==> config.mk <==
export PLATFORM = sky130hd
export DESIGN_NAME = two_wire_master
export DESIGN_NICKNAME = d
export VERILOG_FILES = /design/src/two_wire_pkg.sv /design/src/two_wire_master.sv
export VERILOG_INCLUDE_DIRS = /design/src
export SDC_FILE = /design/constraint.sdc
export NUM_CORES = 1
export LEC_CHECK = 0
export BUFFER_PORTS_ARGS = -buffer_cell sky130_fd_sc_hd__buf_2
export CAP_MARGIN = 20
export CELL_PAD_IN_SITES_DETAIL_PLACEMENT = 0
export CELL_PAD_IN_SITES_GLOBAL_PLACEMENT = 1
export CORE_MARGIN = 4
export CORE_UTILIZATION = 45
export DETAILED_ROUTE_END_ITERATION = 10
export PLACE_DENSITY_LB_ADDON = 0.1
export SKIP_CTS_REPAIR_TIMING = 1
export SYNTH_ARGS = -nofsm -noshare
export SYNTH_HDL_FRONTEND = slang
export SYNTH_SLANG_ARGS = --single-unit
==> constraint.sdc <==
create_clock -name clk -period 3.1 [get_ports clk]
set_clock_uncertainty 0.15 [all_clocks]
set_input_delay 0.93 -clock clk [delete_from_list [all_inputs] [get_ports clk]]
set_output_delay 0.93 -clock clk [all_outputs]
set_load 0.005 [all_outputs]
==> src/two_wire_defs.svh <==
// offsets, field positions, reset values and timing counts of the two-wire master
`ifndef TWO_WIRE_DEFS_SVH
`define TWO_WIRE_DEFS_SVH
// Summary of operation
// - receive-full raises interrupt while bit 6 set
// - transmit-empty bit 3 set after byte sent
// - writing transmit byte clears transmit-empty
// - vector write cancels transmit and receive interrupts, flags stay
// - stop-on-read bit 1 stops after current byte
// - stop-on-write bit 0 stops after current byte
// - receive byte register holds latest received byte
`define TW_ADDR_CTL 16'hffc0
`define TW_ADDR_TXD 16'hffc1
`define TW_ADDR_RXD 16'hffc2
`define TW_ADDR_SLA 16'hffc3
`define TW_ADDR_VEC 16'hffb2
`define TW_BIT_RXF 7
`define TW_BIT_RECEIVE_IRQ_ENABLE 6
`define TW_BIT_ERR 5
`define TW_BIT_FRQ 4
`define TW_BIT_TXE 3
`define TW_BIT_TRANSMIT_IRQ_ENABLE 2
`define TW_BIT_STOP_AFTER_READ_BYTE 1
`define TW_BIT_STOP_AFTER_WRITE_BYTE 0
`define TW_CTL_RESET 8'h00
`define TW_CLK_NS 50
`define TW_SLOW_HALF_NS 5000
`define TW_FAST_HALF_NS 1250
`define TW_SLOW_HALF_CYC ((`TW_SLOW_HALF_NS + `TW_CLK_NS - 1) / `TW_CLK_NS)
`define TW_FAST_HALF_CYC ((`TW_FAST_HALF_NS + `TW_CLK_NS - 1) / `TW_CLK_NS)
`endif

==> src/two_wire_pkg.sv <==
// types of the two-wire master
package two_wire_pkg;
	typedef enum logic [3:0] {
		ST_IDLE = 4'h0,
		ST_START = 4'h1,
		ST_BIT = 4'h2,
		ST_ACK = 4'h3,
		ST_WAIT = 4'h4,
		ST_STOP = 4'h5,
		ST_RSTART = 4'h6
	} tw_state_t;
endpackage

==> src/two_wire_master.sv <==
// two-wire master with control and status register
`timescale 1ns/1ns
`include "two_wire_defs.svh"
module two_wire_master #(
	parameter int SLOW_HALF = `TW_SLOW_HALF_CYC,
	parameter int FAST_HALF = `TW_FAST_HALF_CYC
) (
	input wire logic clk,
	input wire logic sys_rst,
	input wire logic [15:0] regAddr,
	input wire logic regWr,
	input wire logic regRd,
	input wire logic [7:0] regWdata,
	output logic [7:0] regRdata,
	output logic irqOut,
	input wire logic sclIn,
	output logic sclOe,
	input wire logic sdaIn,
	output logic sdaOe
);
	// refuse half periods that the 16-bit divider cannot count
	if (SLOW_HALF < 2 || FAST_HALF < 2 || SLOW_HALF > 65535 || FAST_HALF > 65535) begin
		$error("half period out of range");
	end

	// ============================
	// pin synchronisers
	logic [1:0] sdaSync_q, sclSync_q;
	always_ff @(posedge clk) begin
		sdaSync_q <= {sdaSync_q[0], sdaIn};
		sclSync_q <= {sclSync_q[0], sclIn};
	end
	logic sdaS;
	logic sclS;
	assign sdaS = sdaSync_q[1];
	assign sclS = sclSync_q[1];

	// ============================
	// registers and state
	logic [7:0] ctl_q, ctl_d, txd_q, txd_d, rxd_q, rxd_d, sla_q, sla_d, sh_q, sh_d, rd_q, rd_d;
	logic txIrq_q, txIrq_d, rxIrq_q, rxIrq_d, txPend_q, txPend_d, irq_q, irq_d;
	logic sclOe_q, sclOe_d, sdaOe_q, sdaOe_d, phase_q, phase_d, addrPh_q, addrPh_d;
	logic rdMode_q, rdMode_d, needRs_q, needRs_d, active_q, active_d;
	logic [2:0] bitCnt_q, bitCnt_d;
	logic [15:0] div_q, div_d;
	two_wire_pkg::tw_state_t st_q, st_d;
	logic tick;
	assign tick = (div_q == 16'h0000);

	function automatic logic hit(input logic [15:0] a, input logic [15:0] b);
		hit = (a == b);
	endfunction

	// next-state logic for registers and bus engine
	always_comb begin
		ctl_d = ctl_q;
		txd_d = txd_q;
		rxd_d = rxd_q;
		sla_d = sla_q;
		sh_d = sh_q;
		rd_d = rd_q;
		txIrq_d = txIrq_q;
		rxIrq_d = rxIrq_q;
		txPend_d = txPend_q;
		sclOe_d = sclOe_q;
		sdaOe_d = sdaOe_q;
		phase_d = phase_q;
		addrPh_d = addrPh_q;
		rdMode_d = rdMode_q;
		needRs_d = needRs_q;
		active_d = active_q;
		bitCnt_d = bitCnt_q;
		st_d = st_q;
		div_d = tick ? (ctl_q[`TW_BIT_FRQ] ? 16'(FAST_HALF - 1) : 16'(SLOW_HALF - 1)) : div_q - 16'h0001;
		// processor side: reads and writes
		if (regRd && hit(regAddr, `TW_ADDR_RXD)) begin
			ctl_d[`TW_BIT_RXF] = 1'b0;
			rxIrq_d = 1'b0;
		end
		if (regWr && hit(regAddr, `TW_ADDR_CTL)) begin
			ctl_d[6:4] = regWdata[6:4];
			ctl_d[2:0] = regWdata[2:0];
		end
		if (regWr && hit(regAddr, `TW_ADDR_SLA))
			sla_d = regWdata;
		if (regWr && hit(regAddr, `TW_ADDR_TXD)) begin
			txd_d = regWdata;
			txPend_d = 1'b1;
			ctl_d[`TW_BIT_TXE] = 1'b0;
			txIrq_d = 1'b0;
		end
		if (regWr && hit(regAddr, `TW_ADDR_VEC)) begin
			txIrq_d = 1'b0;
			rxIrq_d = 1'b0;
		end
		// bus engine, one step per half period
		if (tick) begin
			case (st_q)
				two_wire_pkg::ST_IDLE: begin
					sclOe_d = 1'b0;
					sdaOe_d = 1'b0;
					if (txPend_q && !active_q) begin
						// first byte is the address with a write direction
						sh_d = {sla_q[7:1], 1'b0};
						addrPh_d = 1'b1;
						rdMode_d = 1'b0;
						needRs_d = sla_q[0];
						sdaOe_d = 1'b1;
						st_d = two_wire_pkg::ST_START;
					end
				end
				two_wire_pkg::ST_START: begin
					sclOe_d = 1'b1;
					active_d = 1'b1;
					bitCnt_d = 3'h7;
					phase_d = 1'b0;
					st_d = two_wire_pkg::ST_BIT;
				end
				two_wire_pkg::ST_BIT: begin
					// data moves only under a low clock, one step before the clock is released
					if (!phase_q) begin
						sdaOe_d = rdMode_q ? 1'b0 : ~sh_q[7];
						phase_d = 1'b1;
					end else if (sclOe_q) begin
						sclOe_d = 1'b0;
					end else if (sclS) begin
						rd_d = {rd_q[6:0], sdaS};
						sh_d = {sh_q[6:0], 1'b0};
						sclOe_d = 1'b1;
						phase_d = 1'b0;
						bitCnt_d = bitCnt_q - 3'h1;
						if (bitCnt_q == 3'h0)
							st_d = two_wire_pkg::ST_ACK;
					end
				end
				two_wire_pkg::ST_ACK: begin
					if (!phase_q) begin
						// master acks read bytes unless a stop follows the byte
						sdaOe_d = rdMode_q && !ctl_q[`TW_BIT_STOP_AFTER_READ_BYTE];
						phase_d = 1'b1;
					end else if (sclOe_q) begin
						sclOe_d = 1'b0;
					end else if (sclS) begin
						sclOe_d = 1'b1;
						phase_d = 1'b0;
						if (!rdMode_q && sdaS) begin
							ctl_d[`TW_BIT_ERR] = 1'b1;
							st_d = two_wire_pkg::ST_STOP;
						end else if (rdMode_q) begin
							rxd_d = rd_q;
							ctl_d[`TW_BIT_RXF] = 1'b1;
							rxIrq_d = 1'b1;
							st_d = ctl_q[`TW_BIT_STOP_AFTER_READ_BYTE] ? two_wire_pkg::ST_STOP : two_wire_pkg::ST_START;
						end else if (addrPh_q) begin
							addrPh_d = 1'b0;
							st_d = two_wire_pkg::ST_WAIT;
						end else begin
							txPend_d = 1'b0;
							ctl_d[`TW_BIT_TXE] = 1'b1;
							txIrq_d = 1'b1;
							st_d = ctl_q[`TW_BIT_STOP_AFTER_WRITE_BYTE] ? two_wire_pkg::ST_STOP : two_wire_pkg::ST_WAIT;
						end
					end
				end
				two_wire_pkg::ST_WAIT: begin
					// hold the clock low until the next byte is ready
					if (needRs_q && !txPend_q) begin
						sdaOe_d = 1'b0;
						sclOe_d = 1'b0;
						st_d = two_wire_pkg::ST_RSTART;
					end else if (txPend_q && !txIrq_q) begin
						sh_d = txd_q;
						st_d = two_wire_pkg::ST_START;
						bitCnt_d = 3'h7;
						sclOe_d = 1'b1;
						sdaOe_d = 1'b1;
						phase_d = 1'b0;
						st_d = two_wire_pkg::ST_BIT;
					end
				end
				two_wire_pkg::ST_RSTART: begin
					// repeated start, then address with read direction
					sdaOe_d = 1'b1;
					sh_d = {sla_q[7:1], 1'b1};
					needRs_d = 1'b0;
					addrPh_d = 1'b1;
					st_d = two_wire_pkg::ST_START;
					if (addrPh_q == 1'b0 && bitCnt_q == 3'h7 && sh_q == {sla_q[7:1], 1'b1})
						rdMode_d = 1'b1;
				end
				two_wire_pkg::ST_STOP: begin
					// stop: pull data low under the low clock, release clock, then data
					if (sclOe_q && !sdaOe_q) begin
						sdaOe_d = 1'b1;
					end else if (sclOe_q) begin
						sclOe_d = 1'b0;
					end else begin
						sdaOe_d = 1'b0;
						active_d = 1'b0;
						rdMode_d = 1'b0;
						txPend_d = 1'b0;
						ctl_d[`TW_BIT_STOP_AFTER_READ_BYTE] = 1'b0;
						ctl_d[`TW_BIT_STOP_AFTER_WRITE_BYTE] = 1'b0;
						st_d = two_wire_pkg::ST_IDLE;
					end
				end
				default: st_d = two_wire_pkg::ST_IDLE;
			endcase
			// after the read address is acknowledged, receive data bytes
			if (st_q == two_wire_pkg::ST_ACK && phase_q && !sclOe_q && sclS && !sdaS && addrPh_q && needRs_q == 1'b0
				&& sla_q[0]) begin
				rdMode_d = 1'b1;
				addrPh_d = 1'b0;
				st_d = two_wire_pkg::ST_START;
			end
		end
		irq_d = (rxIrq_d && ctl_d[`TW_BIT_RECEIVE_IRQ_ENABLE]) || (txIrq_d && ctl_d[`TW_BIT_TRANSMIT_IRQ_ENABLE]);
	end

	// register update
	always_ff @(posedge clk) begin
		if (sys_rst) begin
			ctl_q <= `TW_CTL_RESET;
			txd_q <= 8'h00;
			rxd_q <= 8'h00;
			sla_q <= 8'h00;
			sh_q <= 8'h00;
			rd_q <= 8'h00;
			txIrq_q <= 1'b0;
			rxIrq_q <= 1'b0;
			txPend_q <= 1'b0;
			irq_q <= 1'b0;
			sclOe_q <= 1'b0;
			sdaOe_q <= 1'b0;
			phase_q <= 1'b0;
			addrPh_q <= 1'b0;
			rdMode_q <= 1'b0;
			needRs_q <= 1'b0;
			active_q <= 1'b0;
			bitCnt_q <= 3'h7;
			div_q <= 16'h0000;
			st_q <= two_wire_pkg::ST_IDLE;
		end else begin
			ctl_q <= ctl_d;
			txd_q <= txd_d;
			rxd_q <= rxd_d;
			sla_q <= sla_d;
			sh_q <= sh_d;
			rd_q <= rd_d;
			txIrq_q <= txIrq_d;
			rxIrq_q <= rxIrq_d;
			txPend_q <= txPend_d;
			irq_q <= irq_d;
			sclOe_q <= sclOe_d;
			sdaOe_q <= sdaOe_d;
			phase_q <= phase_d;
			addrPh_q <= addrPh_d;
			rdMode_q <= rdMode_d;
			needRs_q <= needRs_d;
			active_q <= active_d;
			bitCnt_q <= bitCnt_d;
			div_q <= div_d;
			st_q <= st_d;
		end
	end

	// registered read data
	always_ff @(posedge clk) begin
		if (sys_rst)
			regRdata <= 8'h00;
		else if (hit(regAddr, `TW_ADDR_CTL))
			regRdata <= ctl_q;
		else if (hit(regAddr, `TW_ADDR_RXD))
			regRdata <= rxd_q;
		else if (hit(regAddr, `TW_ADDR_SLA))
			regRdata <= sla_q;
		else
			regRdata <= 8'h00; // transmit byte is write only
	end

	assign irqOut = irq_q;
	assign sclOe = sclOe_q;
	assign sdaOe = sdaOe_q;
endmodule

## Word-level counts from Yosys, hierarchy flattened

Cells that the tools add are included.

- Register bits: 94
- Latch bits: 0
- RAM bits: 0
- Bits in read-only memories: 0
- Bits of input ports: 30
- Output and inout port bits: 11
- Word-level logic and storage cells: 259
- Memories: 0

- Add/subtract/negate cells: 2
- Multiply operators: 0
- Divide/modulo/power cells: 0
- $lt $le $gt $ge: 0
- Equality and inequality tests: 40
- Shifts and indexed selects: 0
- Muxes and demuxes: 132
- Bitwise logic cells: 5
- Reduce and logical (&&, ||, !) cells: 56

Operators with widths:

| kind | number |
|---|---|
| 2-to-1 mux 1 bit | 83 |
| == test 16 bit, second input constant | 5 |
| 2-to-1 mux 8 bit | 9 |
| 2-to-1 mux 4 bit | 13 |
| one-hot mux 8 bit (4 select lines) | 1 |
| 2-to-1 mux 3 bit | 10 |
| inequality test 3 bit, second input constant | 10 |
| one-hot mux 4 bit (7 select lines) | 1 |
| logical AND 1 bit | 22 |
| inequality test 2 bit, second input constant | 10 |
| zero test 16 bit | 1 |
| 2-to-1 mux 16 bit | 1 |
| AND reduction 8 bit | 2 |
| subtractor 16 x 1 -> 16 bit, second input constant | 1 |
| inequality test 3 x 2 -> 1 bit, second input constant | 5 |
| AND reduction 7 bit | 2 |
| == test 4 x 3 -> 1 bit, second input constant | 3 |
| AND reduction 12 bit | 1 |
| AND reduction 6 bit | 2 |
| nonzero test 4 bit | 3 |
| AND reduction 5 bit | 2 |
| one-hot mux 1 bit (3 select lines) | 3 |
| one-hot mux 3 bit (3 select lines) | 1 |
| == test 4 x 2 -> 1 bit, second input constant | 2 |
| other kinds (23) | 42 |

## Logic depth before layout (Yosys ltp)

Gate-level depths: netlist of the first run.

- Word-level depth: 14
- Mapped depth: 9
- Depth with buffers taken out: 7

## Worst setup path before layout of the first run

OpenSTA, ideal clock, no wires.

- Path type: input to register
- Start: in regAddr[3]
- End: reg irq_q, in the netlist irqOut
- Setup time: 0.132 ns
- Arrival time: 2.381 ns
- Required time: 2.818 ns
- Slack: 0.437 ns
- Stages on the path: 6
- Path buffers: 1
- Cell sequence: or2_2 > nor4_1 > and2_1 > clkbuf_1 > mux2i_1 > o32ai_1

- Word-level cells in the longest chain between the ends: 14
- Elaborated cells on any way between the ends: 32
- Those cells by class: eq/ne: 4; mux: 21; reduce/logical: 7

RTL lines:

| item | RTL line | text |
|---|---|---|
| start: declaration | two_wire_master.sv:10 | `input wire logic [15:0] regAddr,` |
| == test 16 bit | two_wire_master.sv:51 | `hit = (a == b);` |
| logical AND 1 bit | two_wire_master.sv:86 | `` if (regWr && hit(regAddr, `TW_ADDR_TXD)) begin `` |
| 2-to-1 mux 1 bit | two_wire_master.sv:86 |  |
| 2-to-1 mux 1 bit | two_wire_master.sv:92 | `` if (regWr && hit(regAddr, `TW_ADDR_VEC)) begin `` |
| 2-to-1 mux 1 bit | two_wire_master.sv:154 | `end else if (addrPh_q) begin` |
| 2-to-1 mux 1 bit | two_wire_master.sv:149 | `end else if (rdMode_q) begin` |
| 2-to-1 mux 1 bit | two_wire_master.sv:146 | `if (!rdMode_q && sdaS) begin` |
| 2-to-1 mux 1 bit | two_wire_master.sv:143 | `end else if (sclS) begin` |
| 2-to-1 mux 1 bit | two_wire_master.sv:141 | `end else if (sclOe_q) begin` |
| 2-to-1 mux 1 bit | two_wire_master.sv:137 | `if (!phase_q) begin` |
| 2-to-1 mux 1 bit | two_wire_master.sv:98 | `case (st_q)` |
| 2-to-1 mux 1 bit | two_wire_master.sv:97 | `if (tick) begin` |
| logical AND 1 bit | two_wire_master.sv:217 | `` irq_d = (rxIrq_d && ctl_d[`TW_BIT_RECEIVE_IRQ_ENABLE]) \|\| (txIrq_d && ctl_d[`TW_BIT_TRANSMIT_IRQ_ENABLE]); `` |
| logical OR 1 bit (*) | two_wire_master.sv:217 |  |
| end signal: assignment | two_wire_master.sv:253 | `irq_q <= irq_d;` |
| end: declaration | two_wire_master.sv:41 | `logic txIrq_q, txIrq_d, rxIrq_q, rxIrq_d, txPend_q, txPend_d, irq_q, irq_d;` |

Every way passes the cells marked *; elsewhere a longest branch is shown, timed or not.
A chain may end at the register's enable or synchronous reset.

## Worst setup path after layout of the first run

- Start: reg div_q[0]
- End: reg st_q[2]

- Word-level cells in the longest chain between the ends: 2

RTL lines:

| item | RTL line | text |
|---|---|---|
| start: declaration | two_wire_master.sv:45 | `logic [15:0] div_q, div_d;` |
| start signal: assignment | two_wire_master.sv:262 | `div_q <= div_d;` |
| zero test 16 bit | two_wire_master.sv:48 | `assign tick = (div_q == 16'h0000);` |
| AND reduction 12 bit (no source line) | n/a |  |
| end signal: assignment | two_wire_master.sv:242 | `st_q <= two_wire_pkg::ST_IDLE;` |
| end signal: assignment | two_wire_master.sv:263 | `st_q <= st_d;` |
| end: declaration | two_wire_master.sv:46 | `two_wire_pkg::tw_state_t st_q, st_d;` |

Every way passes these cells.

==> impl_metrics.sql, run 1 <==
INSERT INTO impl_metrics (metric_group, metric, value, unit) VALUES
('placed_design', 'hpwlAfterDp', '8000', 'µm'),
('clock_tree', 'numCtsBuffers', '9', ''),
('placed_design', 'place.gp.congestion', '0.803', ''),
('finish', 'layout-drive-gt1-share', '14.0', '%'),
('finish', 'area_growth_syn_to_layout', '12.1', '%'),
('sta', 'timing.slew.headroom', '51.4', '%'),
('clock_tree', 'insertion_delay_to_the_later_sink_of_the_worst_skew_pair', '0.37', 'ns'),
('setup_path', 'crit-reg2reg-launch', 'div_q[0]', ''),
('run', 'maxCapViolCount', '0', ''),
('yosys', 'number_of_instances_in_the_synthesized_netlist', '492', ''),
('sta', 'timing.final.crit_share', '82.6', '%'),
('yosys', 'netlist.top_cell.by_area', 'dfxtp_1', ''),
('power_and_ir_drop', 'switching_share', '32.7', '%'),
('clock_tree', 'clkTransAtPathRegs', '0.10', 'ns'),
('setup_path', 'crit_slowest_cell', 'or4b_1', ''),
('clock_tree', 'tritoncts', 'done', ''),
('global_routing', 'gr-usage-all-layers', '20.0', '%'),
('setup_path', 'setup.worst_path.start', 'div_q[0]', ''),
('placed_design', 'numPlacedInstances', '640', ''),
('power_and_ir_drop', 'ir_worst_vdd', '0.000361', 'V'),
('power_and_ir_drop', 'p_switching', '0.959', 'mW'),
('sta', 'final.setup.tns', '0', 'ns'),
('global_routing', 'grt_pass1_wl', '18100', 'µm'),
('power_and_ir_drop', 'share_clk_of_total_power', '29.7', '%'),
('clock_tree', 'clock-sinks', '93', ''),
('route', 'drt_iter0_markers', '177', ''),
('yosys', 'synth_top_cell_area_share', '42.9', '%'),
('run_status', 'status', 'finished clean', ''),
('sta', 'timing.final.crit_period', '2.56', 'ns'),
('setup_path', 'timing.critical_path.cells', 'inv_1 > ha_1 > nor2b_1 > nand4_2 > or3_4 > or4b_1 > a21oi_1', ''),
('power_and_ir_drop', 'power_frac_comb', '23.4', '%'),
('die', 'design.core.area', '9330', 'µm²'),
('global_routing', 'antenna_violations_before_repair', '0', ''),
('route', 'totalWireLength', '11000', 'µm'),
('power_and_ir_drop', 'power.density_cell_area', '602', 'nW/µm²'),
('yosys', 'post_synth_num_cell_types', '64', ''),
('sta', 'rsz_0062_raised_after_global_routing', 'no', ''),
('die', 'core.rowCount', '35', ''),
('die', 'top_level_ports', '41', ''),
('setup_path', 'timing.critical_path.arrival', '2.70', 'ns'),
('setup_path', 'setup.worst_path.class', 'register to register', ''),
('yosys', 'async_reset_ff_share', '0', '%'),
('finish', 'final_net_count', '556', ''),
('global_routing', 'grt_remaining_overflow', '0', ''),
('yosys', 'synth.yosys.seq_area_share', '42.9', '%'),
('yosys', 'ys.warnings.count', '0', ''),
('setup_path', 'critical_path.max_fanout', '7', ''),
('yosys', 'netlist_area', '4340', 'µm²'),
('power_and_ir_drop', 'internal_power', '1.97', 'mW'),
('yosys', 'yosys_register_bits', '93', ''),
('global_routing', 'grt_pass1_vias', '3427', ''),
('hold_path', 'min_path_type', 'register to register', ''),
('sta', 'setup_viol', '0', ''),
('sta', 'worst_slew_pin_slew', '0.728', 'ns'),
('sta', 'finalHoldViolCount', '0', ''),
('setup_path', 'timing.critical_path.max_delay_family', 'simple AND/OR/NAND/NOR gates', ''),
('die', 'initial_core_util', '46.5', '%'),
('die', 'dieWidth', '106', 'µm'),
('setup_path', 'critical_path_required', '3.24', 'ns'),
('finish', 'antenna_cells_inserted', '0', ''),
('yosys', 'number_of_synthesized_flops_with_an_enable_pin', '0', ''),
('route', 'wire_per_inst', '16.8', 'µm'),
('clock_tree', 'ctsHtreeMaxLevel', '3', ''),
('setup_path', 'critPathLaunchType', 'register', ''),
('global_routing', 'maximum_number_of_pins_on_one_net_before_global_route_repair', '70', ''),
('finish', 'layoutNonFillerInstCount', '656', ''),
('setup_path', 'worst-path-buf-inv', '1', ''),
('yosys', 'postSynthAreaPerCell', '8.82', 'µm²'),
('route', 'route.detailed.vias_per_inst', '5.61', ''),
('setup_path', 'slowest_delay', '0.53', 'ns'),
('route', 'drc', '0', '');
==> layer usage <==
metal  vias up  global-route usage, %  wire length, µm
met1      1755                   28.3             5460
met4         0                   7.31              210
met5         -                      0                0
li1       1832                      -                -
met2        78                   30.9             4910
met3        18                   2.98              446
==> power groups by stage <==
stage                     sequential [mW]  clock [mW]  combinational (mW)
final                                1.37       0.869               0.684
after global routing                 1.39       0.939               0.763
after CTS                            1.37       0.889               0.684
after detailed placement             1.40           0               0.682
after global placement               1.40           0               0.677
after floorplan                      1.38           0               0.558
==> worst reg2reg max path, delay by kind of cell, from the launching register on <==
| family | cells | cell delay (ns) |
|---|---|---|
| buffers and inverters | 1 | 0.07 |
| and+or+nand+nor | 4 | 1.56 |
| adders and majority gates | 1 | 0.20 |
| DFF | 1 | 0.36 |
| AOI/OAI and AO/OA | 1 | 0.15 |
==> flip-flops by register name (all words and copies together), names as in the netlist <==
name       flops
sclOe          1
sla_q          8
div_q         16
sh_q           8
irqOut         1
sdaSync_q      2
ctl_q          8
addrPh_q       1
needRs_q       1
st_q           3
txIrq_q        1
regRdata       8
rd_q           8
sdaOe          1
bitCnt_q       3
rxIrq_q        1
phase_q        1
sclSync_q      2
active_q       1
rxd_q          8
rdMode_q       1
txd_q          8
txPend_q       1
==> layout make-up <==
class	instances	area [µm²]
flip-flops and latches	93	1860
inverters	10	37.5
fillers	894	4460
multi-input cells	357	2310
clock buffers	10	138
clock inverters	6	75.1
well taps	129	161
repair buffers	51	283
==> cell usage in the layout, fill, tap and decap left out, types with 3 or more instances in the layout <==
cell and count:
clkbuf_8 10, nor2b_1 9, nand3_1 11, and4_1 3
o21ai_0 7, xor2_1 4, nor2_1 70, and2_1 3
a31oi_1 4, buf_2 40, xnor2_1 17, a211oi_1 6
o221ai_1 3, a22oi_1 9, or3_1 4, a222oi_1 7
nand2_1 40, nor3_1 13, and3_1 5, nand2b_1 8
nand4_1 6, nor4_1 4, dfxtp_1 93, inv_1 9
mux2i_1 33, or4b_1 3, ha_1 4, a21oi_1 28
nor3b_1 4, buf_4 11, o2bb2ai_1 9
==> worst paths after layout <==
kind / endpoint / slack, ns / cells after the start
max reg2reg: st_q[2] / 0.54 / 7
max: st_q[2] / 0.54 / 7
min reg2reg: sdaSync_q[1] / 0.18 / 0
min: sdaSync_q[1] / 0.18 / 0
==> kinds of logic after synthesis <==
group / synth area share, %
buffers and inverters: 3.86
AOI/OAI and AO/OA: 16.4
adders and majority gates: 1.15
DFF: 42.9
xor gates and xnor gates: 4.24
and+or+nand+nor: 23.9
muxes: 7.61
==> per-stage QoR <==
stage	instance area, µm²	setup slack (ns)	power [mW]	utilization, %	hold WS, ns
3_5_place_dp	4660	0.188	2.08	49.9	0.163
5_1_grt	4870	0.286	3.09	52.2	0.189
4_1_cts	4870	0.548	2.95	52.2	0.183
3_3_place_gp	4660	0.253	2.07	49.9	0.164
6_report	4870	0.538	2.93	52.2	0.183
2_1_floorplan	4340	0.437	1.94	-	0.160
==> Yosys cell counts, types with 7 or more instances <==
cell and instances:
nand2_1 40, nor2b_1 9, clkbuf_1 29, nor3_1 13
nor2_1 70, nand3_1 11, a21oi_1 28, a222oi_1 7
inv_1 9, xnor2_1 17, nand2b_1 8, o21ai_0 7
mux2i_1 33, o2bb2ai_1 9, a22oi_1 9, dfxtp_1 93
No activity file was read; power rests on OpenSTA's default activity.
==> run 2, diff against run 1 <==
ABC_AREA = 1   (was default)
CORE_UTILIZATION = 43   (was 45)
clock period = 2.54 ns   (was 3.1 ns; I/O delays follow)
==> run 2 against run 1 <==
  * Non-clock buffer count down 4
  * Die area up 9.6%
  * Fmax up 20%
  * Global-route usage down 0.61 points
  * Sequential share of layout area down 2.0 points
  * Critical endpoint unchanged
  * Largest power group unchanged
==> impl_metrics.sql, run 2 <==
INSERT INTO impl_metrics (metric_group, metric, value, unit) VALUES
('clock_tree', 'clkTransAtPathRegs', '0.10', 'ns'),
('global_routing', 'grt_pass1_wl', '19600', 'µm'),
('setup_path', 'crit_slowest_cell', 'nor3_2', ''),
('die', 'design.core.area', '10400', 'µm²'),
('finish', 'most-common-layout-cells', 'nand2_1 (161), dfxtp_1 (93), a21oi_1 (79)', ''),
('yosys', 'number_of_instances_in_the_synthesized_netlist', '639', ''),
('yosys', 'number_of_synthesized_flops_with_an_enable_pin', '0', ''),
('power_and_ir_drop', 'switching_share', '30.9', '%'),
('placed_design', 'hpwlAfterDp', '8610', 'µm'),
('global_routing', 'grt_remaining_overflow', '0', ''),
('power_and_ir_drop', 'total_leakage_power', '2.11', 'nW'),
('route', 'met3_wirelength', '529', 'µm'),
('sta', 'timing.final.crit_period', '2.13', 'ns'),
('placed_design', 'place.gp.congestion', '0.854', ''),
('finish', 'final_net_count', '714', ''),
('route', 'drt_iter0_markers', '250', ''),
('yosys', 'yosys_register_bits', '93', ''),
('yosys', 'post_synth_num_cell_types', '43', ''),
('finish', 'layout_utilization', '49.6', '%'),
('yosys', 'synth_most_common_cell', 'nand2_1', ''),
('route', 'drc', '0', ''),
('yosys', 'syn-num-nets', '673', ''),
('power_and_ir_drop', 'share_clk_of_total_power', '33.5', '%'),
('power_and_ir_drop', 'ir_worst_vdd', '0.000446', 'V'),
('yosys', 'ys.warnings.count', '0', ''),
('setup_path', 'slowest_delay', '0.40', 'ns'),
('yosys', 'synth_top_cell_area_share', '40.7', '%'),
('setup_path', 'timing.critical_path.arrival', '2.22', 'ns'),
('sta', 'timing.slew.headroom', '64.0', '%'),
('power_and_ir_drop', 'internal_power', '2.35', 'mW'),
('run', 'maxCapViolCount', '0', ''),
('finish', 'fill_cells', '1074', ''),
('setup_path', 'critical_path_required', '2.63', 'ns'),
('finish', 'antenna_cells_inserted', '0', ''),
('die', 'top_level_ports', '41', ''),
('finish', 'layout_commonest_cell', 'nand2_1', ''),
('sta', 'max_freq', '470', 'MHz'),
('hold_path', 'min_path_type', 'register to register', ''),
('die', 'die_area', '12400', 'µm²'),
('clock_tree', 'clock-sinks', '93', ''),
('setup_path', 'worst-path-buf-inv', '1', ''),
('sta', 'final.setup.tns', '0', 'ns'),
('yosys', 'synth_area_leaders', 'dfxtp_1 (41%), nand2_1 (13%), a21oi_1 (8.6%)', ''),
('global_routing', 'grt_pass1_vias', '3985', ''),
('run_status', 'status', 'finished clean', ''),
('global_routing', 'gr-usage-all-layers', '19.4', '%'),
('sta', 'timing.final.crit_share', '83.7', '%'),
('route', 'vias', '4197', ''),
('sta', 'worst_slew_pin_slew', '0.537', 'ns'),
('finish', 'layoutNonFillerInstCount', '821', ''),
('setup_path', 'critical_path.max_fanout', '8', ''),
('setup_path', 'critPathLaunchType', 'register', ''),
('clock_tree', 'ctsHtreeMaxLevel', '3', ''),
('route', 'route.antenna.remaining_nets', '0', ''),
('global_routing', 'antenna_violations_before_repair', '0', ''),
('clock_tree', 'numCtsBuffers', '9', ''),
('yosys', 'async_reset_ff_share', '0', '%'),
('placed_design', 'numPlacedInstances', '805', ''),
('route', 'wl_met1', '5480', 'µm'),
('route', 'topRoutingLayerUsed', 'met4', ''),
('yosys', 'postSynthAreaPerCell', '7.17', 'µm²'),
('finish', 'largest-register', 'div_q', ''),
('die', 'die_h', '111', 'µm'),
('setup_path', 'crit-reg2reg-launch', 'div_q[0]', ''),
('yosys', 'netlist.top_cell.by_area', 'dfxtp_1', ''),
('finish', 'layout-drive-gt1-share', '15.8', '%'),
('clock_tree', 'cts-root-buf', 'clkbuf_8', ''),
('finish', 'largest_register_ff_count', '16', ''),
('clock_tree', 'insertion_delay_to_the_later_sink_of_the_worst_skew_pair', '0.36', 'ns'),
('route', 'wire_per_inst', '14.1', 'µm'),
('setup_path', 'setup.worst_path.class', 'register to register', ''),
('clock_tree', 'max-clock-path-buffers', '2', ''),
('sta', 'finalHoldViolCount', '0', ''),
('placed_design', 'io_buffers', '40', ''),
('die', 'core.rowCount', '37', ''),
('sta', 'timing_max_transition_violations_final', '0', ''),
('sta', 'setup_viol', '0', ''),
('global_routing', 'maximum_number_of_pins_on_one_net_before_global_route_repair', '41', ''),
('setup_path', 'timing.critical_path.cells', 'inv_1 > ha_1 > nand2_2 > nor2_2 > nand2_2 > nor3_2 > nand2_1 > nand2_1 > a21oi_1', ''),
('yosys', 'commonest_register_cell_after_synthesis', 'dfxtp_1', ''),
('setup_path', 'timing.critical_path.max_delay_family', 'simple AND/OR/NAND/NOR gates', ''),
('clock_tree', 'tritoncts', 'done', ''),
('route', 'wl_met2', '5420', 'µm'),
('finish', 'area_growth_syn_to_layout', '12.2', '%'),
('yosys', 'netlist_area', '4580', 'µm²'),
('setup_path', 'setup.worst_path.start', 'div_q[0]', ''),
('route', 'drt_pre_antenna_iters', '5', ''),
('sta', 'hold_ws', '0.186', 'ns'),
('sta', 'rsz_0062_raised_after_global_routing', 'no', ''),
('yosys', 'synth.cells.most_frequent', 'nand2_1 (161), dfxtp_1 (93), a21oi_1 (79)', ''),
('setup_path', 'crit_path_end_kind', 'register', ''),
('yosys', 'synth.yosys.seq_area_share', '40.7', '%'),
('power_and_ir_drop', 'power_frac_comb', '19.7', '%'),
('route', 'route.detailed.vias_per_inst', '5.11', ''),
('finish', 'multiInputGateArea', '2320', 'µm²'),
('die', 'dieWidth', '111', 'µm'),
('power_and_ir_drop', 'p_switching', '1.05', 'mW'),
('finish', 'ff_latch_area', '1860', 'µm²'),
('route', 'totalWireLength', '11600', 'µm'),
('hold_path', 'min-delay-start', 'sdaSync_q[0]', ''),
('power_and_ir_drop', 'power.density_cell_area', '662', 'nW/µm²'),
('power_and_ir_drop', 'share_seq_of_total_power', '46.8', '%'),
('die', 'initial_core_util', '44.2', '%');
## run 2: through the flow
stage          worst slack (ns)  area (µm²)  power, mW
3_5_place_dp              0.203        4910       2.30
2_1_floorplan             0.513        4580       2.14
6_report                  0.413        5140       3.40
5_1_grt                   0.216        5140       3.62
4_1_cts                   0.403        5140       3.45
3_3_place_gp              0.184        4910       2.28
## run 2: final cells by class
| class | instances | area share, % |
|---|---|---|
| multi-input combinational | 451 | 45.1 |
| sequential | 93 | 36.2 |
| tap | 136 | 3.31 |
| inverter | 78 | 5.99 |
| timing repair buffer | 47 | 4.92 |
| clock buffer | 9 | 2.41 |
| clock inverter | 7 | 2.05 |
## run 2: layer usage
| layer | vias up | GRT usage (%) |
|---|---|---|
| met5 | - | 0 |
| met4 | 0 | 4.38 |
| met3 | 13 | 3.82 |
| met2 | 81 | 32.0 |
| met1 | 1929 | 26.2 |
| li1 | 2174 | - |
## run 2: worst register-to-register path, stage by stage (launching register included)
cell	delay [ns]
dfxtp_1	0.32
inv_1	0.09
ha_1	0.25
nand2_2	0.11
nor2_2	0.19
nand2_2	0.17
nor3_2	0.40
nand2_1	0.17
nand2_1	0.09
a21oi_1	0.07
## run 2: power groups by stage
| stage | clock network (mW) | logic (mW) | registers (mW) |
|---|---|---|---|
| floorplan | 0 | 0.527 | 1.61 |
| global placement | 0 | 0.656 | 1.63 |
| detailed placement | 0 | 0.672 | 1.63 |
| CTS | 1.17 | 0.678 | 1.59 |
| global route | 1.24 | 0.777 | 1.61 |
| finish | 1.14 | 0.669 | 1.59 |
## run 2: cells by family (layout without fill, tap and decap cells)
kind of cell | Yosys count | in the layout | synth area share, %
xor gates and xnor gates | 9 | 9 | 1.72
and+or+nand+nor | 282 | 282 | 28.7
AOI/OAI and AO/OA | 156 | 156 | 19.1
DFF | 93 | 93 | 40.7
buffers and inverters | 95 | 141 | 8.74
adders and majority gates | 4 | 4 | 1.09
## run 2: worst paths after layout
check	endpoint	slack, ns	cells after the start
worst max-delay path	st_q[2]	0.41	9
worst min-delay path	sdaSync_q[1]	0.19	0
worst max register to register	st_q[2]	0.41	9
worst min register to register	sdaSync_q[1]	0.19	0
==> run 3, diff against run 2 <==
ABC_AREA = 0   (was 1)
CORE_UTILIZATION = 45   (was 43)
clock period = 2 ns   (was 2.54 ns; I/O delays follow)
==> run 3 against run 2 <==
  * Critical path type unchanged
  * Worst hold slack improved by 0.0014 ns
  * Setup slack got worse by 0.57 ns
  * Utilization is 13 points higher
  * First-iteration DRC count down 24%
  * Sequential cell count did not move
  * Design area increased by 14%
  * The flow now finishes with violations (negative setup slack)
==> impl_metrics.sql, run 3 (synthesized netlist as in run 1, its figures left out) <==
INSERT INTO impl_metrics (metric_group, metric, value, unit) VALUES
('run_status', 'status', 'finished with violations', ''),
('run_status', 'violations_in_the_final_reports', 'negative setup slack', ''),
('setup_path', 'reg2reg_setup_slack', '-0.16', 'ns'),
('clock_tree', 'clkTransAtPathRegs', '0.10', 'ns'),
('finish', 'most-common-layout-cells', 'dfxtp_1 (87), buf_4 (75), nor2_1 (65)', ''),
('die', 'initial_core_util', '46.5', '%'),
('route', 'vias', '4132', ''),
('clock_tree', 'tritoncts', 'done', ''),
('route', 'route.antenna.remaining_nets', '0', ''),
('power_and_ir_drop', 'total_leakage_power', '2.25', 'nW'),
('finish', 'layout.cell_area.non_filler', '5870', 'µm²'),
('clock_tree', 'numCtsBuffers', '9', ''),
('route', 'drc', '0', ''),
('sta', 'setup_slack', '-0.159', 'ns'),
('finish', 'area_growth_syn_to_layout', '35.1', '%'),
('die', 'core.rowCount', '35', ''),
('die', 'die_h', '106', 'µm'),
('sta', 'rsz_0062_raised_after_global_routing', 'yes', ''),
('sta', 'timing.final.crit_period', '2.16', 'ns'),
('clock_tree', 'insertion_delay_to_the_later_sink_of_the_worst_skew_pair', '0.36', 'ns'),
('sta', 'timing.final.crit_share', '108', '%'),
('sta', 'hold_ws', '0.187', 'ns'),
('sta', 'setup_viol', '39', ''),
('finish', 'layout-drive-gt1-share', '32.8', '%'),
('sta', 'finalHoldViolCount', '0', ''),
('run', 'maxCapViolCount', '0', ''),
('finish', 'largest-register', 'div_q', ''),
('route', 'wire_per_inst', '16.8', 'µm'),
('global_routing', 'gr-usage-all-layers', '21.2', '%'),
('finish', 'antenna_cells_inserted', '0', ''),
('setup_path', 'setup.worst_path.class', 'register to register', ''),
('setup_path', 'rr_worst_depth', '5', ''),
('setup_path', 'critical_path_required', '2.15', 'ns'),
('setup_path', 'crit_path_end_kind', 'register', ''),
('placed_design', 'dpl_cell_area', '5310', 'µm²'),
('setup_path', 'critical_path.max_fanout', '4', ''),
('finish', 'final_net_count', '639', ''),
('route', 'drt_iter0_markers', '191', ''),
('route', 'route.detailed.vias_per_inst', '5.59', ''),
('setup_path', 'crit-reg2reg-capture', 'st_q[2]', ''),
('setup_path', 'timing.critical_path.arrival', '2.31', 'ns'),
('placed_design', 'hpwlAfterDp', '9060', 'µm'),
('sta', 'worst_slew_pin_slew', '0.541', 'ns'),
('global_routing', 'grt_pass1_wl', '19300', 'µm'),
('finish', 'largest_register_ff_count', '16', ''),
('sta', 'timing.slew.headroom', '63.7', '%'),
('route', 'drt_pre_antenna_iters', '5', ''),
('finish', 'layout_commonest_cell', 'dfxtp_1', ''),
('sta', 'max_freq', '463', 'MHz'),
('placed_design', 'io_buffers', '40', ''),
('global_routing', 'antenna_violations_before_repair', '0', ''),
('sta', 'timing_max_transition_violations_final', '0', ''),
('die', 'top_level_ports', '41', ''),
('finish', 'layout_utilization', '62.9', '%'),
('clock_tree', 'clock-sinks', '93', ''),
('die', 'design.core.area', '9330', 'µm²'),
('power_and_ir_drop', 'power.density_cell_area', '947', 'nW/µm²'),
('power_and_ir_drop', 'total_power', '5.55', 'mW'),
('placed_design', 'place.gp.congestion', '0.889', ''),
('route', 'totalWireLength', '12400', 'µm'),
('die', 'die_area', '11300', 'µm²'),
('global_routing', 'grt_remaining_overflow', '0', ''),
('clock_tree', 'cts-root-buf', 'clkbuf_8', ''),
('global_routing', 'grt_pass1_vias', '3872', ''),
('die', 'dieWidth', '106', 'µm'),
('hold_path', 'min-delay-start', 'sclSync_q[0]', ''),
('clock_tree', 'ctsHtreeMaxLevel', '3', ''),
('clock_tree', 'max-clock-path-buffers', '2', ''),
('hold_path', 'timing.hold.worst_endpoint', 'sclSync_q[1]', ''),
('setup_path', 'crit-reg2reg-launch', 'div_q[14]', ''),
('global_routing', 'maximum_number_of_pins_on_one_net_before_global_route_repair', '41', ''),
('setup_path', 'critPathLaunchType', 'register', ''),
('hold_path', 'min_delay_path_depth', '0', ''),
('hold_path', 'min_path_type', 'register to register', ''),
('power_and_ir_drop', 'ir_worst_vdd', '0.000678', 'V');
run 3: worst max-delay path by stage:
stage                   start       to  slack, ns  cells past startpoint
CTS                  div_q[0]  rd_q[6]      -0.37                      9
global placement     div_q[0]  rd_q[2]      -0.35                      9
finish              div_q[14]  st_q[2]      -0.16                      5
detailed placement   div_q[0]  rd_q[6]      -0.35                      9
floorplan           div_q[14]  st_q[2]      -0.20                      6
global route         div_q[1]  sh_q[6]      -0.26                     10
run 3: power breakdown:
part	total (mW)	switching [mW]	internal (mW)
sequential	2.09	0.0979	2.00
clock	1.37	0.732	0.637
combinational	2.09	0.980	1.11
run 3: area by class of cell:
| type | instances | area, µm² |
|---|---|---|
| Fill cell | 820 | 3460 |
| Multi-Input combinational cell | 357 | 2530 |
| Sequential cell | 93 | 1870 |
| Timing Repair Buffer | 134 | 1050 |
| Tap cell | 129 | 161 |
| Clock buffer | 10 | 138 |
| Clock inverter | 6 | 77.6 |
| Inverter | 10 | 37.5 |
run 3: worst max-delay path, cell delays in order, from the launching register on:
cell and delay (ns):
dfxtp_2 0.33, or3_4 0.38, or2_4 0.26, or3_4 0.34, or4b_1 0.52, a21oi_2 0.12
run 3: metal layers:
metal | vias up | GRT usage [%] | part of all wire, %
li1 | 1999 | - | -
met1 | 1990 | 29.2 | 46
met2 | 131 | 34.7 | 48
met3 | 12 | 3.22 | 5.9
met4 | 0 | 5.46 | 0.99
met5 | - | 0 | 0
run 3: stage by stage:
stage | setup WS (ns) | TNS [ns] | cells
final | -0.159 | -3.08 | 739
after global routing | -0.261 | -7.65 | 739
after CTS | -0.367 | -7.27 | 728
after detailed placement | -0.347 | -12.17 | 712
after global placement | -0.348 | -10.53 | 712
after floorplan | -0.202 | -1.85 | 492
